**config.mk**
```make
export PLATFORM = sky130hd
export DESIGN_NAME = swr_front
export DESIGN_NICKNAME = d
export VERILOG_FILES = /design/src/rtl/swr_pkg.sv /design/src/rtl/swr_fifo.sv /design/src/rtl/swr_front.sv
export SDC_FILE = /design/constraint.sdc
export NUM_CORES = 1
export LEC_CHECK = 0
export BUFFER_PORTS_ARGS = -buffer_cell sky130_fd_sc_hd__buf_2
export CORE_MARGIN = 4
export CORE_UTILIZATION = 40
export DETAILED_ROUTE_END_ITERATION = 16
export PLACE_DENSITY = 0.71
export SLEW_MARGIN = 25
export SYNTH_ARGS = -nofsm -noshare
export SYNTH_HDL_FRONTEND = slang
export SYNTH_SLANG_ARGS = --single-unit
```
**constraint.sdc**
```tcl
create_clock -name clk_sys_in -period 3.2 [get_ports clk_sys_in]
set_clock_uncertainty 0.1 [all_clocks]
set_input_delay 0.64 -clock clk_sys_in [delete_from_list [all_inputs] [get_ports clk_sys_in]]
set_output_delay 0.64 -clock clk_sys_in [all_outputs]
set_load 0.01 [all_outputs]
```
**src/rtl/swr_pkg.sv**
```systemverilog
// Package for the single-wire identity and check-byte front end.
// Assumes a single clock domain; no software-visible registers.
package swr_pkg;
  localparam int unsigned SWR_ID_BITS = 64;
  localparam int unsigned SWR_TYPE_BITS = 8;
  localparam int unsigned SWR_SER_BITS = 48;
  localparam int unsigned SWR_CRC_BITS = 8;
  localparam int unsigned SWR_BODY_BITS = SWR_TYPE_BITS + SWR_SER_BITS;
  // x^8 + x^5 + x^4 + 1 in reflected form for a right shift
  localparam logic [7:0] SWR_CRC_POLY = 8'h8C;
  localparam logic [7:0] SWR_CRC_INIT = 8'h00;
  localparam logic [7:0] SWR_PROG_IDLE = 8'hFF;
  // Type code value is arbitrary
  localparam logic [7:0] SWR_TYPE_DEF = 8'h5A;
  // Serial value is arbitrary
  localparam logic [47:0] SWR_SER_DEF = 48'h0123_4567_89AB;
  localparam int unsigned SWR_FIFO_DEPTH = 8;
  localparam logic [7:0] SWR_CMD_READ_ROM = 8'h33;
  localparam logic [7:0] SWR_CMD_MATCH_ROM = 8'h55;
  localparam logic [7:0] SWR_CMD_SEARCH_ROM = 8'hF0;
  localparam logic [7:0] SWR_CMD_SKIP_ROM = 8'hCC;

  typedef enum logic [1:0] {
    SWR_ST_ROM = 2'b00,
    SWR_ST_LOCK = 2'b01,
    SWR_ST_MEM = 2'b11
  } swr_gate_t;

  // One accumulator step: xor in bit, shift right, fold polynomial
  function automatic logic [7:0] swr_crc_step(input logic [7:0] crc,
                                              input logic bit_in);
    logic fb;
    fb = crc[0] ^ bit_in;
    swr_crc_step = {1'b0, crc[7:1]} ^ (fb ? SWR_CRC_POLY : 8'h00);
  endfunction : swr_crc_step

  // Check byte over type code and serial, lowest bit first
  function automatic logic [7:0] swr_crc_body(input logic [55:0] body);
    logic [7:0] c;
    c = SWR_CRC_INIT;
    for (int i = 0; i < 56; i++) begin
      c = swr_crc_step(c, body[i]);
    end
    swr_crc_body = c;
  endfunction : swr_crc_body
endpackage : swr_pkg

```
**src/rtl/swr_fifo.sv**
```systemverilog
// Parameterised flip-flop FIFO with valid/ready on both sides.
// Assumes one clock, asynchronous active-low reset.
`timescale 1ns/100ps
module swr_fifo #(
  parameter int unsigned WIDTH = 8,
  parameter int unsigned DEPTH = 8
) (
  input wire logic clk_sys_in,
  input wire logic reset_n_in,
  input wire logic [WIDTH-1:0] wr_data_in,
  input wire logic wr_valid_in,
  output logic wr_ready_out,
  output logic [WIDTH-1:0] rd_data_out,
  output logic rd_valid_out,
  input wire logic rd_ready_in
);
  localparam int unsigned AW = (DEPTH > 1) ? $clog2(DEPTH) : 1;
  logic [WIDTH-1:0] mem_reg [DEPTH];
  logic [WIDTH-1:0] mem_next [DEPTH];
  logic [AW-1:0] wp_reg, wp_next, rp_reg, rp_next;
  logic [AW:0] cnt_reg, cnt_next;
  logic do_wr, do_rd;

  // Full and empty from the occupancy count
  assign wr_ready_out = (cnt_reg != (AW+1)'(DEPTH));
  assign rd_valid_out = (cnt_reg != '0);
  assign rd_data_out = mem_reg[rp_reg];
  assign do_wr = wr_valid_in && wr_ready_out;
  assign do_rd = rd_valid_out && rd_ready_in;

  // Pointer and storage update
  always_comb begin
    mem_next = mem_reg;
    wp_next = wp_reg;
    rp_next = rp_reg;
    cnt_next = cnt_reg;
    if (do_wr) begin
      mem_next[wp_reg] = wr_data_in;
      wp_next = (wp_reg == AW'(DEPTH - 1)) ? '0 : wp_reg + AW'(1);
    end
    if (do_rd) begin
      rp_next = (rp_reg == AW'(DEPTH - 1)) ? '0 : rp_reg + AW'(1);
    end
    if (do_wr && !do_rd) begin
      cnt_next = cnt_reg + (AW+1)'(1);
    end else if (do_rd && !do_wr) begin
      cnt_next = cnt_reg - (AW+1)'(1);
    end
  end

  always_ff @(posedge clk_sys_in or negedge reset_n_in) begin
    if (!reset_n_in) begin
      for (int i = 0; i < DEPTH; i++) begin
        mem_reg[i] <= '0;
      end
      wp_reg <= '0;
      rp_reg <= '0;
      cnt_reg <= '0;
    end else begin
      mem_reg <= mem_next;
      wp_reg <= wp_next;
      rp_reg <= rp_next;
      cnt_reg <= cnt_next;
    end
  end
endmodule : swr_fifo

```
**src/rtl/swr_front.sv**
```systemverilog
// Identity code, check byte and memory-command gate of a single-wire token.
// Assumes a slot layer outside that turns bus time slots into bit strobes,
// reports bus resets and command bytes, and drives the line from tx bits.
// Notes on behaviour
// RQ1: The device holds a fixed 64-bit identity of type code, serial, check.
// RQ2: The check byte is a CRC with generator x^8 + x^5 + x^4 + 1.
// RQ3: The check accumulator is cleared to zero before any bit enters.
// RQ4: Bits enter one at a time, type code LSB first, then the serial.
// RQ5: Feeding the stored check byte after the body returns zero.
// RQ6: Memory commands are ignored until a ROM command completes.
// RQ7: After reset the master first sends one of the four ROM commands.
// RQ8: After a ROM command the five memory command types are accepted.
// RQ9: Every byte on the bus travels lowest bit first.
// RQ10: Programming may only turn a memory bit from 1 to 0.
// RQ11: A high-voltage indication gates the programming of chosen bits.
// RQ12: The master exchanges commands at logic levels, then pulses high.
// RQ13: ROM commands act only on the identity code.
// RQ14: Each step xors bit with the low bit, shifts right, folds feedback.
`timescale 1ns/100ps
module swr_front
  import swr_pkg::*;
#(
  parameter logic [7:0] TYPE_CODE = SWR_TYPE_DEF,
  parameter logic [47:0] SERIAL = SWR_SER_DEF,
  parameter int unsigned FIFO_DEPTH = SWR_FIFO_DEPTH
) (
  input wire logic clk_sys_in,
  input wire logic reset_n_in,
  input wire logic bus_reset_in,
  input wire logic rom_cmd_valid_in,
  input wire logic [7:0] rom_cmd_in,
  input wire logic rom_cmd_done_in,
  input wire logic mem_cmd_valid_in,
  output logic mem_cmd_accept_out,
  output logic mem_cmd_ignore_out,
  input wire logic id_start_in,
  output logic [7:0] tx_byte_out,
  output logic tx_valid_out,
  input wire logic tx_ready_in,
  input wire logic rx_bit_valid_in,
  input wire logic rx_bit_in,
  input wire logic rx_clear_in,
  output logic [7:0] rx_crc_out,
  output logic rx_crc_zero_out,
  input wire logic prog_voltage_in,
  input wire logic prog_req_in,
  input wire logic [7:0] prog_old_in,
  input wire logic [7:0] prog_data_in,
  output logic [7:0] prog_value_out,
  output logic prog_strobe_out,
  output logic mem_enabled_out
);
  // Identity: check byte derived from the body at elaboration time
  localparam logic [55:0] ID_BODY = {SERIAL, TYPE_CODE}; // RQ1
  localparam logic [7:0] ID_CRC = swr_crc_body(ID_BODY); // RQ2 RQ4
  localparam logic [63:0] ID_CODE = {ID_CRC, ID_BODY}; // RQ1

  swr_gate_t gate_reg, gate_next;
  logic [7:0] crc_reg, crc_next;
  logic [2:0] id_idx_reg, id_idx_next;
  logic id_busy_reg, id_busy_next;
  logic [7:0] pv_reg, pv_next;
  logic ps_reg, ps_next;
  logic acc_reg, acc_next, ign_reg, ign_next;
  logic fifo_ready;
  logic rom_cmd_ok;
  logic [7:0] id_byte;

  // Only the four ROM commands count; they touch nothing but the identity
  assign rom_cmd_ok = (rom_cmd_in == SWR_CMD_READ_ROM) ||
                      (rom_cmd_in == SWR_CMD_MATCH_ROM) ||
                      (rom_cmd_in == SWR_CMD_SEARCH_ROM) ||
                      (rom_cmd_in == SWR_CMD_SKIP_ROM); // RQ13

  // Gate: bus reset relocks; completed ROM command opens memory access
  // Codes step one bit at a time: locked, pending, then open
  always_comb begin
    gate_next = gate_reg;
    unique case (gate_reg)
      SWR_ST_ROM: begin
        if (rom_cmd_valid_in && rom_cmd_ok) begin
          gate_next = SWR_ST_LOCK;
        end
      end
      SWR_ST_LOCK: begin
        if (rom_cmd_done_in) begin
          gate_next = SWR_ST_MEM; // RQ8
        end
      end
      SWR_ST_MEM: gate_next = SWR_ST_MEM;
      default: gate_next = SWR_ST_ROM;
    endcase
    if (bus_reset_in) begin
      gate_next = SWR_ST_ROM; // RQ6 RQ7
    end
  end

  // Memory command answer: accepted or ignored as a one-cycle pulse
  always_comb begin
    acc_next = mem_cmd_valid_in && (gate_reg == SWR_ST_MEM) &&
               !bus_reset_in; // RQ8
    ign_next = mem_cmd_valid_in && !acc_next; // RQ6
  end

  // Receive accumulator; clear or bus reset wins over a bit in the same cycle
  always_comb begin
    crc_next = crc_reg;
    if (rx_clear_in || bus_reset_in) begin
      crc_next = SWR_CRC_INIT; // RQ3
    end else if (rx_bit_valid_in) begin
      crc_next = swr_crc_step(crc_reg, rx_bit_in); // RQ14 RQ9
    end
  end

  // Identity streamed as eight bytes, type code byte first
  always_comb begin
    id_idx_next = id_idx_reg;
    id_busy_next = id_busy_reg;
    if (bus_reset_in) begin
      id_busy_next = 1'b0;
      id_idx_next = '0;
    end else if (!id_busy_reg && id_start_in) begin
      id_busy_next = 1'b1;
      id_idx_next = '0;
    end else if (id_busy_reg && fifo_ready) begin
      id_idx_next = id_idx_reg + 3'd1;
      if (id_idx_reg == 3'd7) begin
        id_busy_next = 1'b0;
      end
    end
  end

  // Programming only clears bits, and only with the high voltage present
  always_comb begin
    pv_next = pv_reg;
    ps_next = 1'b0;
    if (prog_req_in && prog_voltage_in && (gate_reg == SWR_ST_MEM)) begin
      pv_next = prog_old_in & prog_data_in; // RQ10
      ps_next = 1'b1; // RQ11
    end
  end

  always_ff @(posedge clk_sys_in or negedge reset_n_in) begin
    if (!reset_n_in) begin
      gate_reg <= SWR_ST_ROM;
      crc_reg <= SWR_CRC_INIT;
      id_idx_reg <= '0;
      id_busy_reg <= 1'b0;
      pv_reg <= SWR_PROG_IDLE;
      ps_reg <= 1'b0;
      acc_reg <= 1'b0;
      ign_reg <= 1'b0;
    end else begin
      gate_reg <= gate_next;
      crc_reg <= crc_next;
      id_idx_reg <= id_idx_next;
      id_busy_reg <= id_busy_next;
      pv_reg <= pv_next;
      ps_reg <= ps_next;
      acc_reg <= acc_next;
      ign_reg <= ign_next;
    end
  end

  // Byte picked by index; byte 0 carries the type code, so the line
  // sees the type code first and the check byte last
  assign id_byte = ID_CODE[{id_idx_reg, 3'b000} +: 8]; // RQ9

  // Buffer lets the slot layer stall without losing identity bytes
  swr_fifo #(.WIDTH(8), .DEPTH(FIFO_DEPTH)) u_fifo (
    .clk_sys_in(clk_sys_in),
    .reset_n_in(reset_n_in),
    .wr_data_in(id_byte),
    .wr_valid_in(id_busy_reg),
    .wr_ready_out(fifo_ready),
    .rd_data_out(tx_byte_out),
    .rd_valid_out(tx_valid_out),
    .rd_ready_in(tx_ready_in)
  );

  assign rx_crc_out = crc_reg;
  assign rx_crc_zero_out = (crc_reg == 8'h00); // RQ5
  assign prog_value_out = pv_reg;
  assign prog_strobe_out = ps_reg;
  assign mem_cmd_accept_out = acc_reg;
  assign mem_cmd_ignore_out = ign_reg;
  assign mem_enabled_out = (gate_reg == SWR_ST_MEM);

  // Checks on the gate, the accumulator, programming and the stream
  chk_mem_gate_hold: assert property (@(posedge clk_sys_in) // RQ6
    disable iff (!reset_n_in)
    $past(bus_reset_in) |-> !mem_enabled_out)
    else $error("memory open right after bus reset");

  chk_mem_accept_gate: assert property (@(posedge clk_sys_in) // RQ8
    disable iff (!reset_n_in)
    mem_cmd_valid_in && mem_enabled_out && !bus_reset_in
      |=> mem_cmd_accept_out && !mem_cmd_ignore_out)
    else $error("memory command not accepted when open");

  chk_mem_ignore_gate: assert property (@(posedge clk_sys_in) // RQ6
    disable iff (!reset_n_in)
    mem_cmd_valid_in && !mem_enabled_out |=> mem_cmd_ignore_out)
    else $error("memory command not ignored while locked");

  chk_crc_clear: assert property (@(posedge clk_sys_in) // RQ3
    disable iff (!reset_n_in)
    rx_clear_in |=> rx_crc_out == 8'h00)
    else $error("accumulator not cleared");

  chk_crc_step: assert property (@(posedge clk_sys_in) // RQ14
    disable iff (!reset_n_in)
    rx_bit_valid_in && !rx_clear_in && !bus_reset_in |=>
      rx_crc_out == (({1'b0, $past(rx_crc_out[7:1])}) ^
        (($past(rx_crc_out[0]) ^ $past(rx_bit_in)) ? 8'h8C : 8'h00)))
    else $error("accumulator step wrong");

  chk_prog_only_clear: assert property (@(posedge clk_sys_in) // RQ10
    disable iff (!reset_n_in)
    prog_strobe_out |-> (prog_value_out & ~$past(prog_old_in)) == 8'h00)
    else $error("programming set a bit");

  chk_prog_needs_hv: assert property (@(posedge clk_sys_in) // RQ11
    disable iff (!reset_n_in)
    prog_strobe_out |-> $past(prog_voltage_in) && $past(prog_req_in))
    else $error("programming without high voltage");

  // Residue of all 64 identity bits; zero means the check byte cancels
  // the body, which is what a receiver relies on to trust the code
  function automatic logic [7:0] id_residue(input logic [63:0] code);
    logic [7:0] c;
    c = SWR_CRC_INIT;
    for (int i = 0; i < 64; i++) begin
      c = swr_crc_step(c, code[i]);
    end
    id_residue = c;
  endfunction : id_residue

  chk_id_check_byte: assert property (@(posedge clk_sys_in) // RQ5
    disable iff (!reset_n_in)
    id_residue(ID_CODE) == 8'h00)
    else $error("identity check byte mismatch");

  chk_rom_open_needs: assert property (@(posedge clk_sys_in) // RQ7
    disable iff (!reset_n_in)
    $rose(mem_enabled_out) |-> $past(rom_cmd_done_in))
    else $error("memory opened without ROM command");

  // Gate states move only on the expected events
  chk_rom_code_filter: assert property (@(posedge clk_sys_in) // RQ13
    disable iff (!reset_n_in)
    (gate_reg == SWR_ST_ROM) && !(rom_cmd_valid_in && rom_cmd_ok)
      |=> gate_reg == SWR_ST_ROM)
    else $error("gate left idle without a ROM command");

  chk_lock_waits_done: assert property (@(posedge clk_sys_in) // RQ6
    disable iff (!reset_n_in)
    (gate_reg == SWR_ST_LOCK) && !rom_cmd_done_in |=> !mem_enabled_out)
    else $error("memory opened before sequence done");

  chk_mem_answer_cause: assert property (@(posedge clk_sys_in) // RQ8
    disable iff (!reset_n_in)
    mem_cmd_accept_out || mem_cmd_ignore_out |-> $past(mem_cmd_valid_in))
    else $error("memory answer without a command");

  // Programming refused unless voltage, request and open gate meet
  chk_prog_locked: assert property (@(posedge clk_sys_in) // RQ6
    disable iff (!reset_n_in)
    prog_req_in && !mem_enabled_out |=> !prog_strobe_out)
    else $error("programming while memory locked");

  chk_prog_no_hv: assert property (@(posedge clk_sys_in) // RQ11
    disable iff (!reset_n_in)
    prog_req_in && !prog_voltage_in |=> !prog_strobe_out)
    else $error("programming without voltage present");

  chk_prog_value_and: assert property (@(posedge clk_sys_in) // RQ10
    disable iff (!reset_n_in)
    prog_req_in && prog_voltage_in && mem_enabled_out |=> prog_strobe_out &&
      prog_value_out == ($past(prog_old_in) & $past(prog_data_in)))
    else $error("programmed value wrong");

  chk_bus_reset_crc: assert property (@(posedge clk_sys_in) // RQ3
    disable iff (!reset_n_in)
    bus_reset_in |=> rx_crc_out == 8'h00)
    else $error("accumulator not cleared by bus reset");

  chk_crc_hold: assert property (@(posedge clk_sys_in) // RQ14
    disable iff (!reset_n_in)
    !rx_bit_valid_in && !rx_clear_in && !bus_reset_in |=> $stable(rx_crc_out))
    else $error("accumulator moved without a bit");

  // Identity stream walks bytes 0 to 7 and then stops
  chk_id_start_idle: assert property (@(posedge clk_sys_in) // RQ1
    disable iff (!reset_n_in)
    !id_busy_reg && id_start_in && !bus_reset_in
      |=> id_busy_reg && id_idx_reg == 3'd0)
    else $error("identity stream did not start at byte 0");

  chk_id_head_type: assert property (@(posedge clk_sys_in) // RQ1
    disable iff (!reset_n_in)
    id_busy_reg && id_idx_reg == 3'd0 |-> id_byte == TYPE_CODE)
    else $error("identity stream does not open with type code");

  chk_id_index_step: assert property (@(posedge clk_sys_in) // RQ9
    disable iff (!reset_n_in)
    id_busy_reg && fifo_ready && !bus_reset_in
      |=> id_idx_reg == $past(id_idx_reg) + 3'd1)
    else $error("identity byte index skipped");

  chk_id_stop_last: assert property (@(posedge clk_sys_in) // RQ1
    disable iff (!reset_n_in)
    id_busy_reg && fifo_ready && id_idx_reg == 3'd7 |=> !id_busy_reg)
    else $error("identity stream ran past its last byte");
endmodule : swr_front

```
==> insert_results.sql <==
INSERT INTO impl_metrics (metric_group, metric, value, unit) VALUES
('cts', 'clkTransAtPathRegs', '70', 'ps'),
('die', 'start_util', '0.4167', ''),
('cts', 'cts_tree', 'yes', ''),
('worst_setup_path', 'reg2reg_depth', '8', ''),
('worst_setup_path', 'cp.depth', '8', ''),
('worst_setup_path', 'worstPathMaxFanout', '6', ''),
('route', 'routedWlPerCell', '17.66', 'um'),
('grt', 'via_count_of_the_first_global_routing_pass', '3407', ''),
('worst_setup_path', 'critPathCapture', 'u_fifo.cnt_reg[3]$_DFFE_PN0P_', ''),
('yosys', 'synth.top_cell.area_share', '0.4686', ''),
('timing', 'grt_setup_unrepaired', 'false', ''),
('finish', 'largest_reg_flops', '64', ''),
('die', 'fp.dieArea', '13980', 'sq um'),
('yosys', 'yosys.area.top_type', 'sky130_fd_sc_hd__dfrtp_1', ''),
('cts', 'clk-insertion-delay-late', '340', 'ps'),
('die', 'placement_rows', '39', ''),
('worst_setup_path', 'cp-start-kind', 'flop', ''),
('route', 'detailedRoute.firstPassIterationCount', '4', ''),
('worst_setup_path', 'critical_path_arrival', '3130', 'ps'),
('grt', 'globalRoute.totalOverflow', '0', ''),
('route', 'wirelength', '10.09', 'mm'),
('worst_setup_path', 'critPathMostFrequentCell', 'sky130_fd_sc_hd__o211ai_1', ''),
('worst_hold_path', 'type_of_the_most_critical_hold_path', 'in2async', ''),
('finish', 'post_route_cells_drive_above_1_share', '0.4720', ''),
('yosys', 'synth_sequential_area_ratio', '0.5118', ''),
('grt', 'antenna_violations_before_repair', '0', ''),
('timing', 'slew_headroom', '0.3709', ''),
('yosys', 'netlist_top_cells_area', 'sky130_fd_sc_hd__dfrtp_1 (47%), sky130_fd_sc_hd__mux2_2 (18%), sky130_fd_sc_hd__mux4_2 (7.4%)', ''),
('timing', 'post-route-min-period', '3012', 'ps'),
('worst_setup_path', 'worst_setup_path_end_kind', 'flop', ''),
('finish', 'syn_to_final_growth', '17.43', '%'),
('yosys', 'ys_warns', '0', ''),
('yosys', 'syn_nets', '407', ''),
('yosys', 'gate_count_after_technology_mapping', '356', ''),
('die', 'core_area', '11660', 'sq um'),
('grt', 'largest_net_degree_at_the_start_of_global_routing', '44', ''),
('yosys', 'syn_avg_cell_area', '13.65', 'sq um'),
('grt', 'overall_routing_resource_usage', '0.1532', ''),
('worst_setup_path', 'worst_path_dominant_cell_family', 'simple AND/OR/NAND/NOR gates', ''),
('finish', 'layout.filler_cells', '1021', ''),
('worst_setup_path', 'critPathRequiredTime', '3320', 'ps'),
('worst_setup_path', 'rr_endpoint', 'u_fifo.cnt_reg[3]$_DFFE_PN0P_', ''),
('die', 'io-pin-count', '67', ''),
('power_and_ir_drop', 'worst_ir_drop_vdd', '0.2785', 'mV'),
('yosys', 'ys_async_sr_fraction', '1.000', ''),
('route', 'detail-route-antenna-nets', '0', ''),
('worst_setup_path', 'worst-r2r-setup-slack', '190', 'ps'),
('timing', 'report.final.slew_viol_count', '0', ''),
('cts', 'h-tree-depth', '3', ''),
('worst_setup_path', 'crit_buf_inv', '1', ''),
('finish', 'postLayoutCoreUtil', '0.4893', ''),
('yosys', 'synth_flop_cell', 'sky130_fd_sc_hd__dfrtp_1', ''),
('route', 'route.vias.total', '3106', ''),
('worst_setup_path', 'crit_path_category', 'reg2reg', ''),
('placement', 'globalplace.congestion', '0.7789', ''),
('finish', 'insertedDiodeCount', '0', ''),
('worst_setup_path', 'rr_startpoint', 'u_fifo.cnt_reg[1]$_DFFE_PN0P_', ''),
('yosys', 'cell_with_the_most_instances_after_synthesis', 'sky130_fd_sc_hd__dfrtp_1', ''),
('timing', 'max_freq', '0.3320', 'GHz'),
('worst_setup_path', 'worst_path_max_stage_delay', '680', 'ps'),
('yosys', 'mappedNetlistArea', '4860', 'sq um'),
('cts', 'clock-sinks', '99', ''),
('timing', 'finalSetupTns', '0', 'ps'),
('power_and_ir_drop', 'power.density_cell_area', '849.5', 'nW/um^2'),
('die', 'dieWidth', '118.2', 'um'),
('placement', 'port-buffer-count', '66', ''),
('grt', 'grt_first_pass_wirelength', '17.23', 'mm'),
('finish', 'final-seq-area', '2487', 'sq um'),
('yosys', 'yosys.cell_types.count', '45', ''),
('outcome', 'run_status', 'completed', ''),
('yosys', 'synth-edff-count', '0', '');
==> cell type report <==
type                            count  area share
Inverter                           12    0.007893
Timing Repair Buffer               72     0.06841
Clock inverter                      5     0.01754
Sequential cell                    99      0.4359
Tap cell                          143     0.03135
Clock buffer                       11     0.04253
Multi-Input combinational cell    229      0.3964
==> per-layer routing <==
metal | track usage | up-vias | share of wire
met1 | 0.1959 | 1562 | 0.44
met3 | 0.04346 | 13 | 0.055
met5 | 0 | - | 0
met2 | 0.2551 | 94 | 0.49
met4 | 0.04469 | 0 | 0.016
li1 | - | 1437 | -
==> through the flow <==
step | power, uW | cells | instance area (sq um) | setup slack (ps)
after floorplan | 3166 | 356 | 4860 | 287.2
after CTS | 4909 | 571 | 5704 | 127.3
after global placement | 3544 | 555 | 5361 | 290.7
final | 4848 | 571 | 5707 | 188.2
after global routing | 5159 | 571 | 5707 | 56.65
after detailed placement | 3651 | 555 | 5361 | 141.0
==> power breakdown <==
part	internal [uW]	leakage [uW]	switching, uW
combinational	951	0.00116	695
clock	783	0.000169	456
sequential	1650	0.00120	311
total	3380	0.00253	1460
==> logic make-up (layout without fill, tap and decap cells) <==
logic type / count (synthesis) / after routing / share of synthesized area
and+or+nand+nor: 79 / 79 / 0.1099
xor gates and xnor gates: 5 / 5 / 0.009013
muxes: 101 / 101 / 0.2696
AOI/OAI and AO/OA: 30 / 30 / 0.03888
adders and majority gates: 14 / 14 / 0.03759
DFF: 99 / 99 / 0.5118
buffers and inverters: 28 / 100 / 0.02317
==> layout by cell type (no fill, tap or decap), types with 3 or more instances in the layout <==
| cell | count |
|---|---|
| sky130_fd_sc_hd__nand3_1 | 6 |
| sky130_fd_sc_hd__mux2_2 | 79 |
| sky130_fd_sc_hd__a211oi_1 | 3 |
| sky130_fd_sc_hd__a31oi_1 | 3 |
| sky130_fd_sc_hd__dfrtp_1 | 91 |
| sky130_fd_sc_hd__or4_1 | 3 |
| sky130_fd_sc_hd__nor2_1 | 12 |
| sky130_fd_sc_hd__nor4bb_1 | 6 |
| sky130_fd_sc_hd__o21ai_0 | 9 |
| sky130_fd_sc_hd__bufinv_16 | 3 |
| sky130_fd_sc_hd__clkbuf_16 | 9 |
| sky130_fd_sc_hd__buf_4 | 6 |
| sky130_fd_sc_hd__dfstp_2 | 8 |
| sky130_fd_sc_hd__mux4_2 | 16 |
| sky130_fd_sc_hd__nand2_1 | 30 |
| sky130_fd_sc_hd__nor4b_4 | 4 |
| sky130_fd_sc_hd__ha_1 | 12 |
| sky130_fd_sc_hd__o21ai_1 | 4 |
| sky130_fd_sc_hd__xnor2_1 | 3 |
| sky130_fd_sc_hd__buf_2 | 65 |
| sky130_fd_sc_hd__inv_1 | 12 |
| sky130_fd_sc_hd__mux2i_1 | 6 |
==> worst min-delay path by stage <==
stage | startpoint | endpoint | slack, ps | cells past startpoint
after detailed placement | prog_value_out[6]$_DFFE_PN1P_ | prog_value_out[6]$_DFFE_PN1P_ | 370 | 2
after floorplan | reset_n_in | gate_reg[0]$_DFFE_PN0P_ | 240 | 0
after CTS | reset_n_in | u_fifo.mem_reg[51]$_DFFE_PN0P_ | 150 | 1
final | reset_n_in | u_fifo.mem_reg[35]$_DFFE_PN0P_ | 140 | 1
after global routing | reset_n_in | u_fifo.mem_reg[35]$_DFFE_PN0P_ | 170 | 1
after global placement | prog_value_out[6]$_DFFE_PN1P_ | prog_value_out[6]$_DFFE_PN1P_ | 360 | 2
==> what timing repair did <==
action	CTS	global route
endpoints found under the setup margin	0	1
buffers inserted	0	0
gates resized for setup	0	1
Note: power is estimated with default switching activity, not from simulation.
